===== src/hdl/snse_status_map.vh =====
`ifndef SNSE_STATUS_MAP_VH
`define SNSE_STATUS_MAP_VH

// host opcodes
`define SNSE_OP_GET_FEATURE   8'h0f
`define SNSE_OP_SET_FEATURE   8'h1f
`define SNSE_OP_WRITE_ENABLE  8'h06
`define SNSE_OP_WRITE_DISABLE 8'h04
`define SNSE_OP_PROG_EXEC     8'h10
`define SNSE_OP_PAGE_READ     8'h13
`define SNSE_OP_CACHE_RANDOM  8'h30
`define SNSE_OP_CACHE_LAST    8'h3f
`define SNSE_OP_BLOCK_ERASE   8'hd8
`define SNSE_OP_RESET         8'hff

// feature addresses
`define SNSE_FA_STATUS        8'hc0
`define SNSE_FA_CONFIG        8'hb0

// status word bit positions
`define SNSE_ST_CACHE_PEND    7
`define SNSE_ST_OUTCOME_HI    6
`define SNSE_ST_OUTCOME_LO    4
`define SNSE_ST_PROG_FAIL     3
`define SNSE_ST_ERASE_FAIL    2
`define SNSE_ST_WRITE_LATCH   1
`define SNSE_ST_OP_RUNNING    0

// configuration register
`define SNSE_CFG_ECC_EN       4
`define SNSE_CFG_RESET        8'h10

// correction outcome codes
`define SNSE_OC_NONE          3'h0
`define SNSE_OC_FIX_1_3       3'h1
`define SNSE_OC_UNCORR        3'h2
`define SNSE_OC_FIX_4_6       3'h3
`define SNSE_OC_FIX_7_8       3'h5

// check code
`define SNSE_CODE_SEED        16'hffff
`define SNSE_CODE_POLY        16'h1021

`endif


===== src/hdl/snse_status.v =====
`timescale 1ns/100ps
`default_nettype none
`include "snse_status_map.vh"

//Contract
//- get-feature 0Fh at address C0h returns the 8-bit status word
//- set-feature 1Fh aimed at the status word changes no bit
//- write latch set by 06h, cleared by 04h or good program/erase
//- bit 7 high from random cache read start until page reaches register
//- reset accepted while cache read busy; aborts it, loads block 0 page 0
//- outcome bits cleared on reset and read start, updated on valid read
//- with correction disabled the outcome bits carry no meaning
//- after power-up, outcome reflects reading block 0 page 0
//- bit 3 set on program failure, bad address or protected region
//- bit 3 cleared by program-execute sequence and by reset
//- bit 2 set on erase failure or lock; cleared at erase start, reset
//- bit 0 high while program, read, erase, cache busy, reset or init run
//- correction enable is config bit 4 at B0h, default enabled
//- reset command leaves the configuration register unchanged
//- program with correction computes check code, stores it in spare area
//- read recomputes code, compares, corrects up to eight bits, then outputs
//- outcome encoding 000,001,010,011,101; other codes reserved
//- unique id and parameter page reads bypass correction
module snse_status #(
    parameter CODE_W = 16
) (
    input  wire              clk_sys,
    input  wire              rst,
    input  wire              cmd_valid,
    input  wire [7:0]        cmd_opcode,
    input  wire [7:0]        feat_addr,
    input  wire [7:0]        feat_wdata,
    output reg  [7:0]        feat_rdata_reg,
    output reg               feat_rvalid_reg,
    output reg               array_go_reg,
    output reg  [7:0]        array_op_reg,
    output reg               cache_abort_reg,
    output wire              ecc_enable,
    input  wire              init_done,
    input  wire              cache_ready,
    input  wire              cache_xfer_done,
    input  wire              prog_done,
    input  wire              prog_ok,
    input  wire              erase_done,
    input  wire              erase_ok,
    input  wire              target_bad,
    input  wire              read_done,
    input  wire              read_bypass,
    input  wire [3:0]        err_bits,
    input  wire              ecc_byte_valid,
    input  wire [7:0]        ecc_byte,
    input  wire [CODE_W-1:0] stored_code,
    output reg  [CODE_W-1:0] spare_code_reg,
    output reg               spare_code_we_reg,
    output reg               data_release_reg
);
    localparam [1:0] RUN_IDLE  = 2'h0;
    localparam [1:0] RUN_PROG  = 2'h1;
    localparam [1:0] RUN_READ  = 2'h2;
    localparam [1:0] RUN_ERASE = 2'h3;

    reg       cache_pend_reg;
    reg [2:0] outcome_reg;
    reg       prog_fail_reg;
    reg       erase_fail_reg;
    reg       write_latch_reg;
    reg       op_running_reg;
    reg [7:0] config_reg;
    reg [1:0] run_reg;
    reg       cache_busy_reg;
    reg       code_stored_reg;

    reg       cache_pend_next;
    reg [2:0] outcome_next;
    reg       prog_fail_next;
    reg       erase_fail_next;
    reg       write_latch_next;
    reg       op_running_next;
    reg [7:0] config_next;
    reg [1:0] run_next;
    reg       cache_busy_next;

    wire [CODE_W-1:0] code_now;
    wire              code_bad;
    wire [7:0]        status_word;

    wire is_get    = cmd_valid && cmd_opcode == `SNSE_OP_GET_FEATURE;
    wire is_set    = cmd_valid && cmd_opcode == `SNSE_OP_SET_FEATURE;
    wire is_wen    = cmd_valid && cmd_opcode == `SNSE_OP_WRITE_ENABLE;
    wire is_wdis   = cmd_valid && cmd_opcode == `SNSE_OP_WRITE_DISABLE;
    wire is_reset  = cmd_valid && cmd_opcode == `SNSE_OP_RESET;
    wire is_prog   = cmd_valid && cmd_opcode == `SNSE_OP_PROG_EXEC;
    wire is_erase  = cmd_valid && cmd_opcode == `SNSE_OP_BLOCK_ERASE;
    wire is_rand   = cmd_valid && cmd_opcode == `SNSE_OP_CACHE_RANDOM;
    wire is_read   = cmd_valid && (cmd_opcode == `SNSE_OP_PAGE_READ ||
                     cmd_opcode == `SNSE_OP_CACHE_LAST);
    wire busy_any  = op_running_reg;
    wire prog_go   = is_prog && !busy_any && write_latch_reg;
    wire erase_go  = is_erase && !busy_any && write_latch_reg;
    wire read_go   = (is_read || is_rand) && !busy_any;
    wire ecc_live  = config_reg[`SNSE_CFG_ECC_EN];

    // maps corrected bit count to outcome code; never a reserved code
    function [2:0] grade;
        input       mismatch;
        input [3:0] bits;
        begin
            if (!mismatch && bits == 4'h0)
                grade = `SNSE_OC_NONE;
            else if (bits == 4'h0 || bits > 4'h8)
                grade = `SNSE_OC_UNCORR;
            else if (bits <= 4'h3)
                grade = `SNSE_OC_FIX_1_3;
            else if (bits <= 4'h6)
                grade = `SNSE_OC_FIX_4_6;
            else
                grade = `SNSE_OC_FIX_7_8;
        end
    endfunction

    snse_check_code #(
        .CODE_W(CODE_W)
    ) u_code (
        .clk_sys      (clk_sys),
        .rst          (rst),
        .code_clear   (prog_go || read_go || is_reset),
        .byte_valid   (ecc_byte_valid && ecc_live && !read_bypass),
        .byte_in      (ecc_byte),
        .stored_code  (stored_code),
        .code_reg     (code_now),
        .code_mismatch(code_bad)
    );

    assign ecc_enable = ecc_live;

    assign status_word = {cache_pend_reg, outcome_reg, prog_fail_reg,
                          erase_fail_reg, write_latch_reg, op_running_reg};

    always @* begin
        cache_pend_next  = cache_pend_reg;
        outcome_next     = outcome_reg;
        prog_fail_next   = prog_fail_reg;
        erase_fail_next  = erase_fail_reg;
        write_latch_next = write_latch_reg;
        op_running_next  = op_running_reg;
        config_next      = config_reg;
        run_next         = run_reg;
        cache_busy_next  = cache_busy_reg;

        // configuration write; status word writes fall through untouched
        if (is_set && feat_addr == `SNSE_FA_CONFIG)
            config_next = feat_wdata;

        if (is_wdis)
            write_latch_next = 1'b0;

        if (is_reset) begin
            prog_fail_next  = 1'b0;
            erase_fail_next = 1'b0;
            outcome_next    = `SNSE_OC_NONE;
            cache_pend_next = 1'b0;
            cache_busy_next = 1'b0;
            op_running_next = 1'b1;
            run_next        = RUN_READ;
            // config_reg kept as is
        end else begin
            if (prog_go) begin
                prog_fail_next  = 1'b0;
                op_running_next = 1'b1;
                run_next        = RUN_PROG;
            end
            if (erase_go) begin
                erase_fail_next = 1'b0;
                op_running_next = 1'b1;
                run_next        = RUN_ERASE;
            end
            if (read_go) begin
                outcome_next    = `SNSE_OC_NONE;
                op_running_next = 1'b1;
                run_next        = RUN_READ;
            end
            if (is_rand && !busy_any) begin
                cache_pend_next = 1'b1;
                cache_busy_next = 1'b1;
            end

            case (run_reg)
                RUN_PROG: begin
                    if (prog_done) begin
                        op_running_next = 1'b0;
                        run_next        = RUN_IDLE;
                        if (!prog_ok || target_bad)
                            prog_fail_next = 1'b1;
                        else
                            write_latch_next = 1'b0;
                    end
                end
                RUN_ERASE: begin
                    if (erase_done) begin
                        op_running_next = 1'b0;
                        run_next        = RUN_IDLE;
                        if (!erase_ok || target_bad)
                            erase_fail_next = 1'b1;
                        else
                            write_latch_next = 1'b0;
                    end
                end
                RUN_READ: begin
                    if (read_done) begin
                        run_next = RUN_IDLE;
                        if (!cache_busy_reg)
                            op_running_next = 1'b0;
                        if (ecc_live && !read_bypass)
                            outcome_next = grade(code_bad, err_bits);
                        else
                            outcome_next = `SNSE_OC_NONE;
                    end
                end
                RUN_IDLE: begin
                end
                default: begin
                    run_next = RUN_IDLE;
                end
            endcase

            // random cache read: busy ends once the cache is ready
            if (cache_busy_reg && cache_ready) begin
                cache_busy_next = 1'b0;
                if (run_reg == RUN_IDLE)
                    op_running_next = 1'b0;
            end
            // a new random read in the same cycle keeps the bit set
            if (cache_pend_reg && cache_xfer_done && !(is_rand && !busy_any))
                cache_pend_next = 1'b0;
            // init finished without a graded page
            if (init_done && run_reg == RUN_READ && !read_done) begin
                run_next = RUN_IDLE;
                if (!cache_busy_reg)
                    op_running_next = 1'b0;
            end
        end

        // set wins over a clear in the same cycle
        if (is_wen)
            write_latch_next = 1'b1;
    end

    always @(posedge clk_sys or posedge rst) begin
        if (rst) begin
            cache_pend_reg  <= 1'b0;
            outcome_reg     <= `SNSE_OC_NONE;
            prog_fail_reg   <= 1'b0;
            erase_fail_reg  <= 1'b0;
            write_latch_reg <= 1'b0;
            op_running_reg  <= 1'b1;
            config_reg      <= `SNSE_CFG_RESET;
            run_reg         <= RUN_READ;
            cache_busy_reg  <= 1'b0;
        end else begin
            cache_pend_reg  <= cache_pend_next;
            outcome_reg     <= outcome_next;
            prog_fail_reg   <= prog_fail_next;
            erase_fail_reg  <= erase_fail_next;
            write_latch_reg <= write_latch_next;
            op_running_reg  <= op_running_next;
            config_reg      <= config_next;
            run_reg         <= run_next;
            cache_busy_reg  <= cache_busy_next;
        end
    end

    // feature reads, array launch, code store and data release
    always @(posedge clk_sys or posedge rst) begin
        if (rst) begin
            feat_rdata_reg    <= 8'h00;
            feat_rvalid_reg   <= 1'b0;
            array_go_reg      <= 1'b0;
            array_op_reg      <= 8'h00;
            cache_abort_reg   <= 1'b0;
            spare_code_reg    <= {CODE_W{1'b0}};
            spare_code_we_reg <= 1'b0;
            data_release_reg  <= 1'b0;
            code_stored_reg   <= 1'b0;
        end else begin
            feat_rvalid_reg <= is_get;
            if (is_get && feat_addr == `SNSE_FA_STATUS)
                feat_rdata_reg <= status_word;
            else if (is_get && feat_addr == `SNSE_FA_CONFIG)
                feat_rdata_reg <= config_reg;
            else if (is_get)
                feat_rdata_reg <= 8'h00;
            array_go_reg <= is_reset || prog_go || erase_go || read_go;
            if (is_reset || prog_go || erase_go || read_go)
                array_op_reg <= cmd_opcode;
            cache_abort_reg <= is_reset && cache_pend_reg;
            spare_code_we_reg <= 1'b0;
            // one code store per program
            if (prog_go)
                code_stored_reg <= 1'b0;
            if (run_reg == RUN_PROG && ecc_live &&
                    ecc_byte_valid == 1'b0 && !code_stored_reg &&
                    !prog_done) begin
                spare_code_reg    <= code_now;
                spare_code_we_reg <= 1'b1;
                code_stored_reg   <= 1'b1;
            end
            if (read_go || is_reset)
                data_release_reg <= 1'b0;
            else if (run_reg == RUN_READ && read_done)
                data_release_reg <= 1'b1;
        end
    end
endmodule
`default_nettype wire


===== src/hdl/snse_check_code.v =====
`timescale 1ns/100ps
`default_nettype none
`include "snse_status_map.vh"

// running check code over the protected cache bytes
module snse_check_code #(
    parameter CODE_W = 16
) (
    input  wire              clk_sys,
    input  wire              rst,
    input  wire              code_clear,
    input  wire              byte_valid,
    input  wire [7:0]        byte_in,
    input  wire [CODE_W-1:0] stored_code,
    output reg  [CODE_W-1:0] code_reg,
    output wire              code_mismatch
);
    localparam [CODE_W-1:0] SEED = `SNSE_CODE_SEED;
    localparam [CODE_W-1:0] POLY = `SNSE_CODE_POLY;

    reg [CODE_W-1:0] code_next;

    function [CODE_W-1:0] code_step;
        input [CODE_W-1:0] c;
        input [7:0]        b;
        integer            i;
        reg   [CODE_W-1:0] t;
        begin
            t = c;
            for (i = 7; i >= 0; i = i - 1) begin
                if (t[CODE_W-1] ^ b[i])
                    t = {t[CODE_W-2:0], 1'b0} ^ POLY;
                else
                    t = {t[CODE_W-2:0], 1'b0};
            end
            code_step = t;
        end
    endfunction

    always @* begin
        code_next = code_reg;
        if (code_clear)
            code_next = SEED;
        else if (byte_valid)
            code_next = code_step(code_reg, byte_in);
    end

    always @(posedge clk_sys or posedge rst) begin
        if (rst)
            code_reg <= SEED;
        else
            code_reg <= code_next;
    end

    assign code_mismatch = (code_reg != stored_code);
endmodule
`default_nettype wire


===== config.mk =====
export PLATFORM = sky130hd
export DESIGN_NAME = snse_status
export DESIGN_NICKNAME = d
export VERILOG_FILES = /design/src/hdl/snse_status.v /design/src/hdl/snse_check_code.v
export VERILOG_INCLUDE_DIRS = /design/src /design/src/hdl
export SDC_FILE = /design/constraint.sdc
export NUM_CORES = 1
export LEC_CHECK = 0
export ABC_AREA = 1
export ABC_CLOCK_PERIOD_IN_PS = 2600
export BUFFER_PORTS_ARGS = -buffer_cell sky130_fd_sc_hd__buf_2
export CAP_MARGIN = 20
export CORE_MARGIN = 3
export CORE_UTILIZATION = 55
export CTS_BUF_LIST = sky130_fd_sc_hd__clkbuf_8
export DETAILED_ROUTE_END_ITERATION = 8
export GPL_ROUTABILITY_DRIVEN = 0
export GPL_TIMING_DRIVEN = 1
export PLACE_DENSITY = 0.93
export SETUP_SLACK_MARGIN = 0.05
export SLEW_MARGIN = 15
export SYNTH_ARGS = -nofsm -noshare
export SYNTH_HDL_FRONTEND = slang
export SYNTH_SLANG_ARGS = --single-unit

===== constraint.sdc =====
create_clock -name clk_sys -period 2.6 [get_ports clk_sys]
set_input_delay 0.13 -clock clk_sys [delete_from_list [all_inputs] [get_ports clk_sys]]
set_output_delay 0.13 -clock clk_sys [all_outputs]
set_load 0.05 [all_outputs]

* Yosys cells after proc, flatten, opt, wreduce, memory -nomap -nowiden
Index checks and enable logic that the tools add are counted.
Word-level totals: bits in registers 73, output and inout port bits 38, logic and storage cells 202
Cells by class: $lt $le $gt $ge 3, equal/unequal tests 16, mux-type cells 86, bitwise logic cells 17, reduce and logical (&&, ||, !) cells 61
Operators by type and width (number):
- 2-to-1 mux 16 bit | 16
- 2-to-1 mux 13 bit | 8
- 2-to-1 mux 1 bit | 39
- logical AND 1 bit | 33
- equality test 8 bit, second input constant | 4
- 2-to-1 mux 3 bit | 9
- equality test 8 x 5 -> 1 bit, second input constant | 3
- 2-to-1 mux 8 bit | 3
- NOT 3 bit | 8
- equality test 8 x 3 -> 1 bit, second input constant | 2
- equality test 8 x 6 -> 1 bit, second input constant | 2
- 2-to-1 mux 2 bit | 8
- inequality test 16 bit | 1
- logical OR 1 bit | 11
- logical NOT 1 bit | 9
- nonzero test 3 bit | 3
- equality test 8 x 4 -> 1 bit, second input constant | 1
- XOR 1 bit | 8
- case mux 2 bit (3 select lines) | 1
- nonzero test 2 bit | 3
- equality test 2 bit, second input constant | 2
- greater-than comparator 4 bit, second input constant | 1
- <= comparator 4 x 2 -> 1 bit, second input constant | 1
- <= comparator 4 x 3 -> 1 bit, second input constant | 1
- other kinds (6) | 6

* Logic depth before layout (Yosys ltp)
depth in word-level cells 36, mapped depth 10

* Modules after synthesis
From an unflattened synthesis, not the netlist that was laid out.
Second synthesis, totals: cell total of the unflattened synthesis 516, area total of the unflattened synthesis 4001.3 sq um
Modules (own cells, without submodules):
- snse_status | instances 1, cells each 346, area each 2775.2 sq um, seq. area each 1430.1 sq um
- snse_check_code | instances 1, cells each 170, area each 1226.2 sq um, seq. area each 420.4 sq um

* Worst setup path after synthesis
Ideal clock, no wire load.
path kind register to register, start point register config_reg[4], end point register u_code.code_reg[9], data arrival time 1.554 ns, path slack 0.985 ns, cell stages (with the launch flop) 9, buffers on the path 0, clock period less this slack 1.615 ns, path through dfstp_2 inv_1 nor2_1 nand2_1 inv_1 o21ai_0 a21oi_1 a21oi_1 nand2_1
Between the ends: word-level cells in the longest chain between the ends 3
Ends and longest elaborated chain:
- start: declaration | line snse_status.v:68 | reg [7:0] config_reg;
- start signal: assignment | line snse_status.v:256 | config_reg <= `SNSE_CFG_RESET;
- start signal: assignment | line snse_status.v:266 | config_reg <= config_next;
- logical AND 1 bit (2 in a row) | line snse_status.v:127 | .byte_valid (ecc_byte_valid && ecc_live && !read_bypass),
- nonzero test 2 bit (no line)
- end signal: assignment | line snse_check_code.v:52 | code_reg <= code_next;
- end: declaration | line snse_check_code.v:15 | output reg [CODE_W-1:0] code_reg,
No other way between the ends. A chain may end at the register's enable or synchronous reset.

* Worst setup path after layout
start point register config_reg[4], end point register u_code.code_reg[10]
Same word-level chain as after synthesis.

==> results.toml <==
[worst_setup_path]
cp.arrival_ps = 2150
r2r-start = "config_reg[4]"
critical_path_class = "flip-flop to flip-flop"
ff2ff_setup_slack_ps = 730
crit_path_end_kind = "flip-flop"
critPathLaunchType = "flip-flop"
timing.rr.end = "u_code.code_reg[10]"
endpoint = "u_code.code_reg[10]"
reg2reg_depth = 8
crit_start = "config_reg[4]"
critPathRequiredTime_ps = 2880
crit_fanout = 15

[sta]
post-route-period-util_pct = 71.9
hold_slack_ps = 19.0
maxSlewViolCount = 0
finalSetupViolations = 0
setup_tns_ps = 0
finalHoldViolCount = 0
slew-limit-headroom_pct = 60.3
worstMarginPinSlew_ps = 590
fmax_ghz = 0.535
skew_ps = 12.8
rsz0062_at_grt = "false"
min_period_ps = 1870

[routing]
drcViolationCount = 0
viasPerCell = 5.45
wl_per_cell_um = 14.8
firstDrtPassIters = 5
drtIter0Drc = 419
detail-route-antenna-nets = 0
routed_wl_um = 10800
dr_total_vias = 3973

[place]
placed_area_um2 = 4630
dp_hpwl_um = 8090
io_buffers = 103

[yosys]
synth_xor_area_share_pct = 3.92
synthesis.nets = 586
synth_ff_type = "dfrtp_1"
ys_warn_count = 0
ys_async_sr_fraction_pct = 100
synth.cell_area_um2 = 4020
synth.most_common_cell = "nand2_1"
synth_edf_count = 0
yosysTopAreaCell = "dfrtp_1"
synth_top_family_by_area = "simple AND/OR/NAND/NOR gates"
synthCells = 520
yosys_register_bits = 73
yosysUniqueCellTypes = 39
synth_simple_gate_area_share_pct = 30.9
yosys-top-cells-count = "175 x nand2_1, 72 x inv_1, 54 x dfrtp_1"
yosys-top-cells-area = "dfrtp_1 34%, nand2_1 16%, dfstp_2 12%"
synth_compound_area_share_pct = 10.2
syn_avg_cell_area_um2 = 7.74
synthMuxAreaShare_pct = 0
ys_seq_area_share_pct = 46.0
synth.top_cell.area_share_pct = 33.6
synth-adder-area-share_pct = 0

[layout]
multiInputGateArea_um2 = 1810
utilization_pct = 70.0
drive_above_1_share_pct = 27.6
num-fill-cells = 525
syn2layout_area_growth_pct = 20.8
nets = 694
stdcell_area_um2 = 4860
antenna_cells = 0
seqCellArea_um2 = 1850

[floorplan]
boundaryPins = 104
fp.dieH_um = 91.5
fp.dieArea_um2 = 8380
coreArea_um2 = 6940
rows = 30
die_w_um = 91.5
start_util_pct = 57.9

[global_route]
grt_max_degree = 47
grt.overflow.total = 0
grt_pass1_wl_um = 17400
grt_pass1_vias = 3742
antenna_found_initial = 0
track_usage_pct = 25.8

[clock_tree]
tritoncts = "built"
cts.sinks = 73
cts_root_buffer = "clkbuf_8"
clock_latency_ps = 340
htree_levels = 3
cts_buffer_depth = 2
post-cts-setup-buffers = 0
numCtsBuffers = 9
clk_pin_slew_worst_paths_ps = 70

[power_and_ir_drop]
p_leak_nw = 2.74
ir_drop_mv = 0.387
powerDensity_nw_per_um2 = 670

[status]
status = "finished clean"

[flow_run]
maxCapViolCount = 0

[worst_hold_path]
hp-class = "input pin to flip-flop"
==> cell families (layout without fill, tap and decap cells) <==
| family | count (synthesis) | count (layout) |
|---|---|---|
| simple gates | 272 | 272 |
| buf+inv | 89 | 202 |
| flops | 73 | 73 |
| compound gates | 68 | 68 |
| xor+xnor | 18 | 18 |
==> how the worst min path moves through the flow <==
stage               cells after the start            from  slack, ps           endpoint
finish                                  3   feat_wdata[4]         20      config_reg[4]
global placement                        2             rst        230    feat_rvalid_reg
global route                            3   feat_wdata[4]         10      config_reg[4]
CTS                                     3   feat_wdata[4]         10      config_reg[4]
floorplan                               1  ecc_byte_valid        210  spare_code_we_reg
detailed placement                      2             rst        240    feat_rvalid_reg
==> stage by stage <==
stage               power, mW  setup slack [ps]  std cells
floorplan                2.01               648        520
global placement         2.23               881        712
detailed placement       2.27               817        712
CTS                      3.24               789        729
global route             3.41               586        729
finish                   3.26               730        729
==> power by group <==
part	total, mW	internal, mW	leakage (nW)	switching, mW
Clock	0.980	0.562	0.117	0.419
Sequential	1.45	1.31	0.931	0.144
Combinational	0.825	0.271	1.69	0.554
Total	3.26	2.14	2.74	1.12
==> worst max-delay path: stages (launching register included) <==
cell and delay, ps:
dfstp_2 560, inv_1 90, nor2_1 120, nand2_1 290, inv_1 330, o21ai_0 130, a21oi_1 150, a21oi_1 50
nand2_1 90
==> area by class of cell <==
cell class                 count  area share [%]
sequential                    73            38.1
inverter                      80            6.23
multi-input combinational    358            37.3
clock buffer                  10            2.83
tap                           96            2.47
clock inverter                 6            1.70
timing repair buffer         106            11.4
==> metal layers <==
layer	wire (um)	GRT usage, %	up-vias
met1	4400	34.8	1829
met2	5150	41.9	224
met5	0	0	-
met3	976	4.23	41
met4	288	9.30	0
li1	-	-	1879
==> cells in the final DEF, fill, tap and decap left out, drive strengths merged, types with 4 or more instances in the layout <==
cell	Yosys	final
o21ai	41	41
clkbuf	2	10
a21oi	18	18
xnor2	12	12
nand2	178	178
dfstp	19	19
nor2	28	28
nand4	18	18
clkinv	1	4
inv	79	80
nor3	9	9
o211ai	5	5
dfrtp	54	54
nand3	33	33
buf	7	105
xor2	6	6
==> repair_timing <==
action                    in CTS  in global routing
hold endpoints to repair      26                  0
hold buffers                   1                  0
gates resized for setup        0                  0
Power figures use the tool's default switching activity.
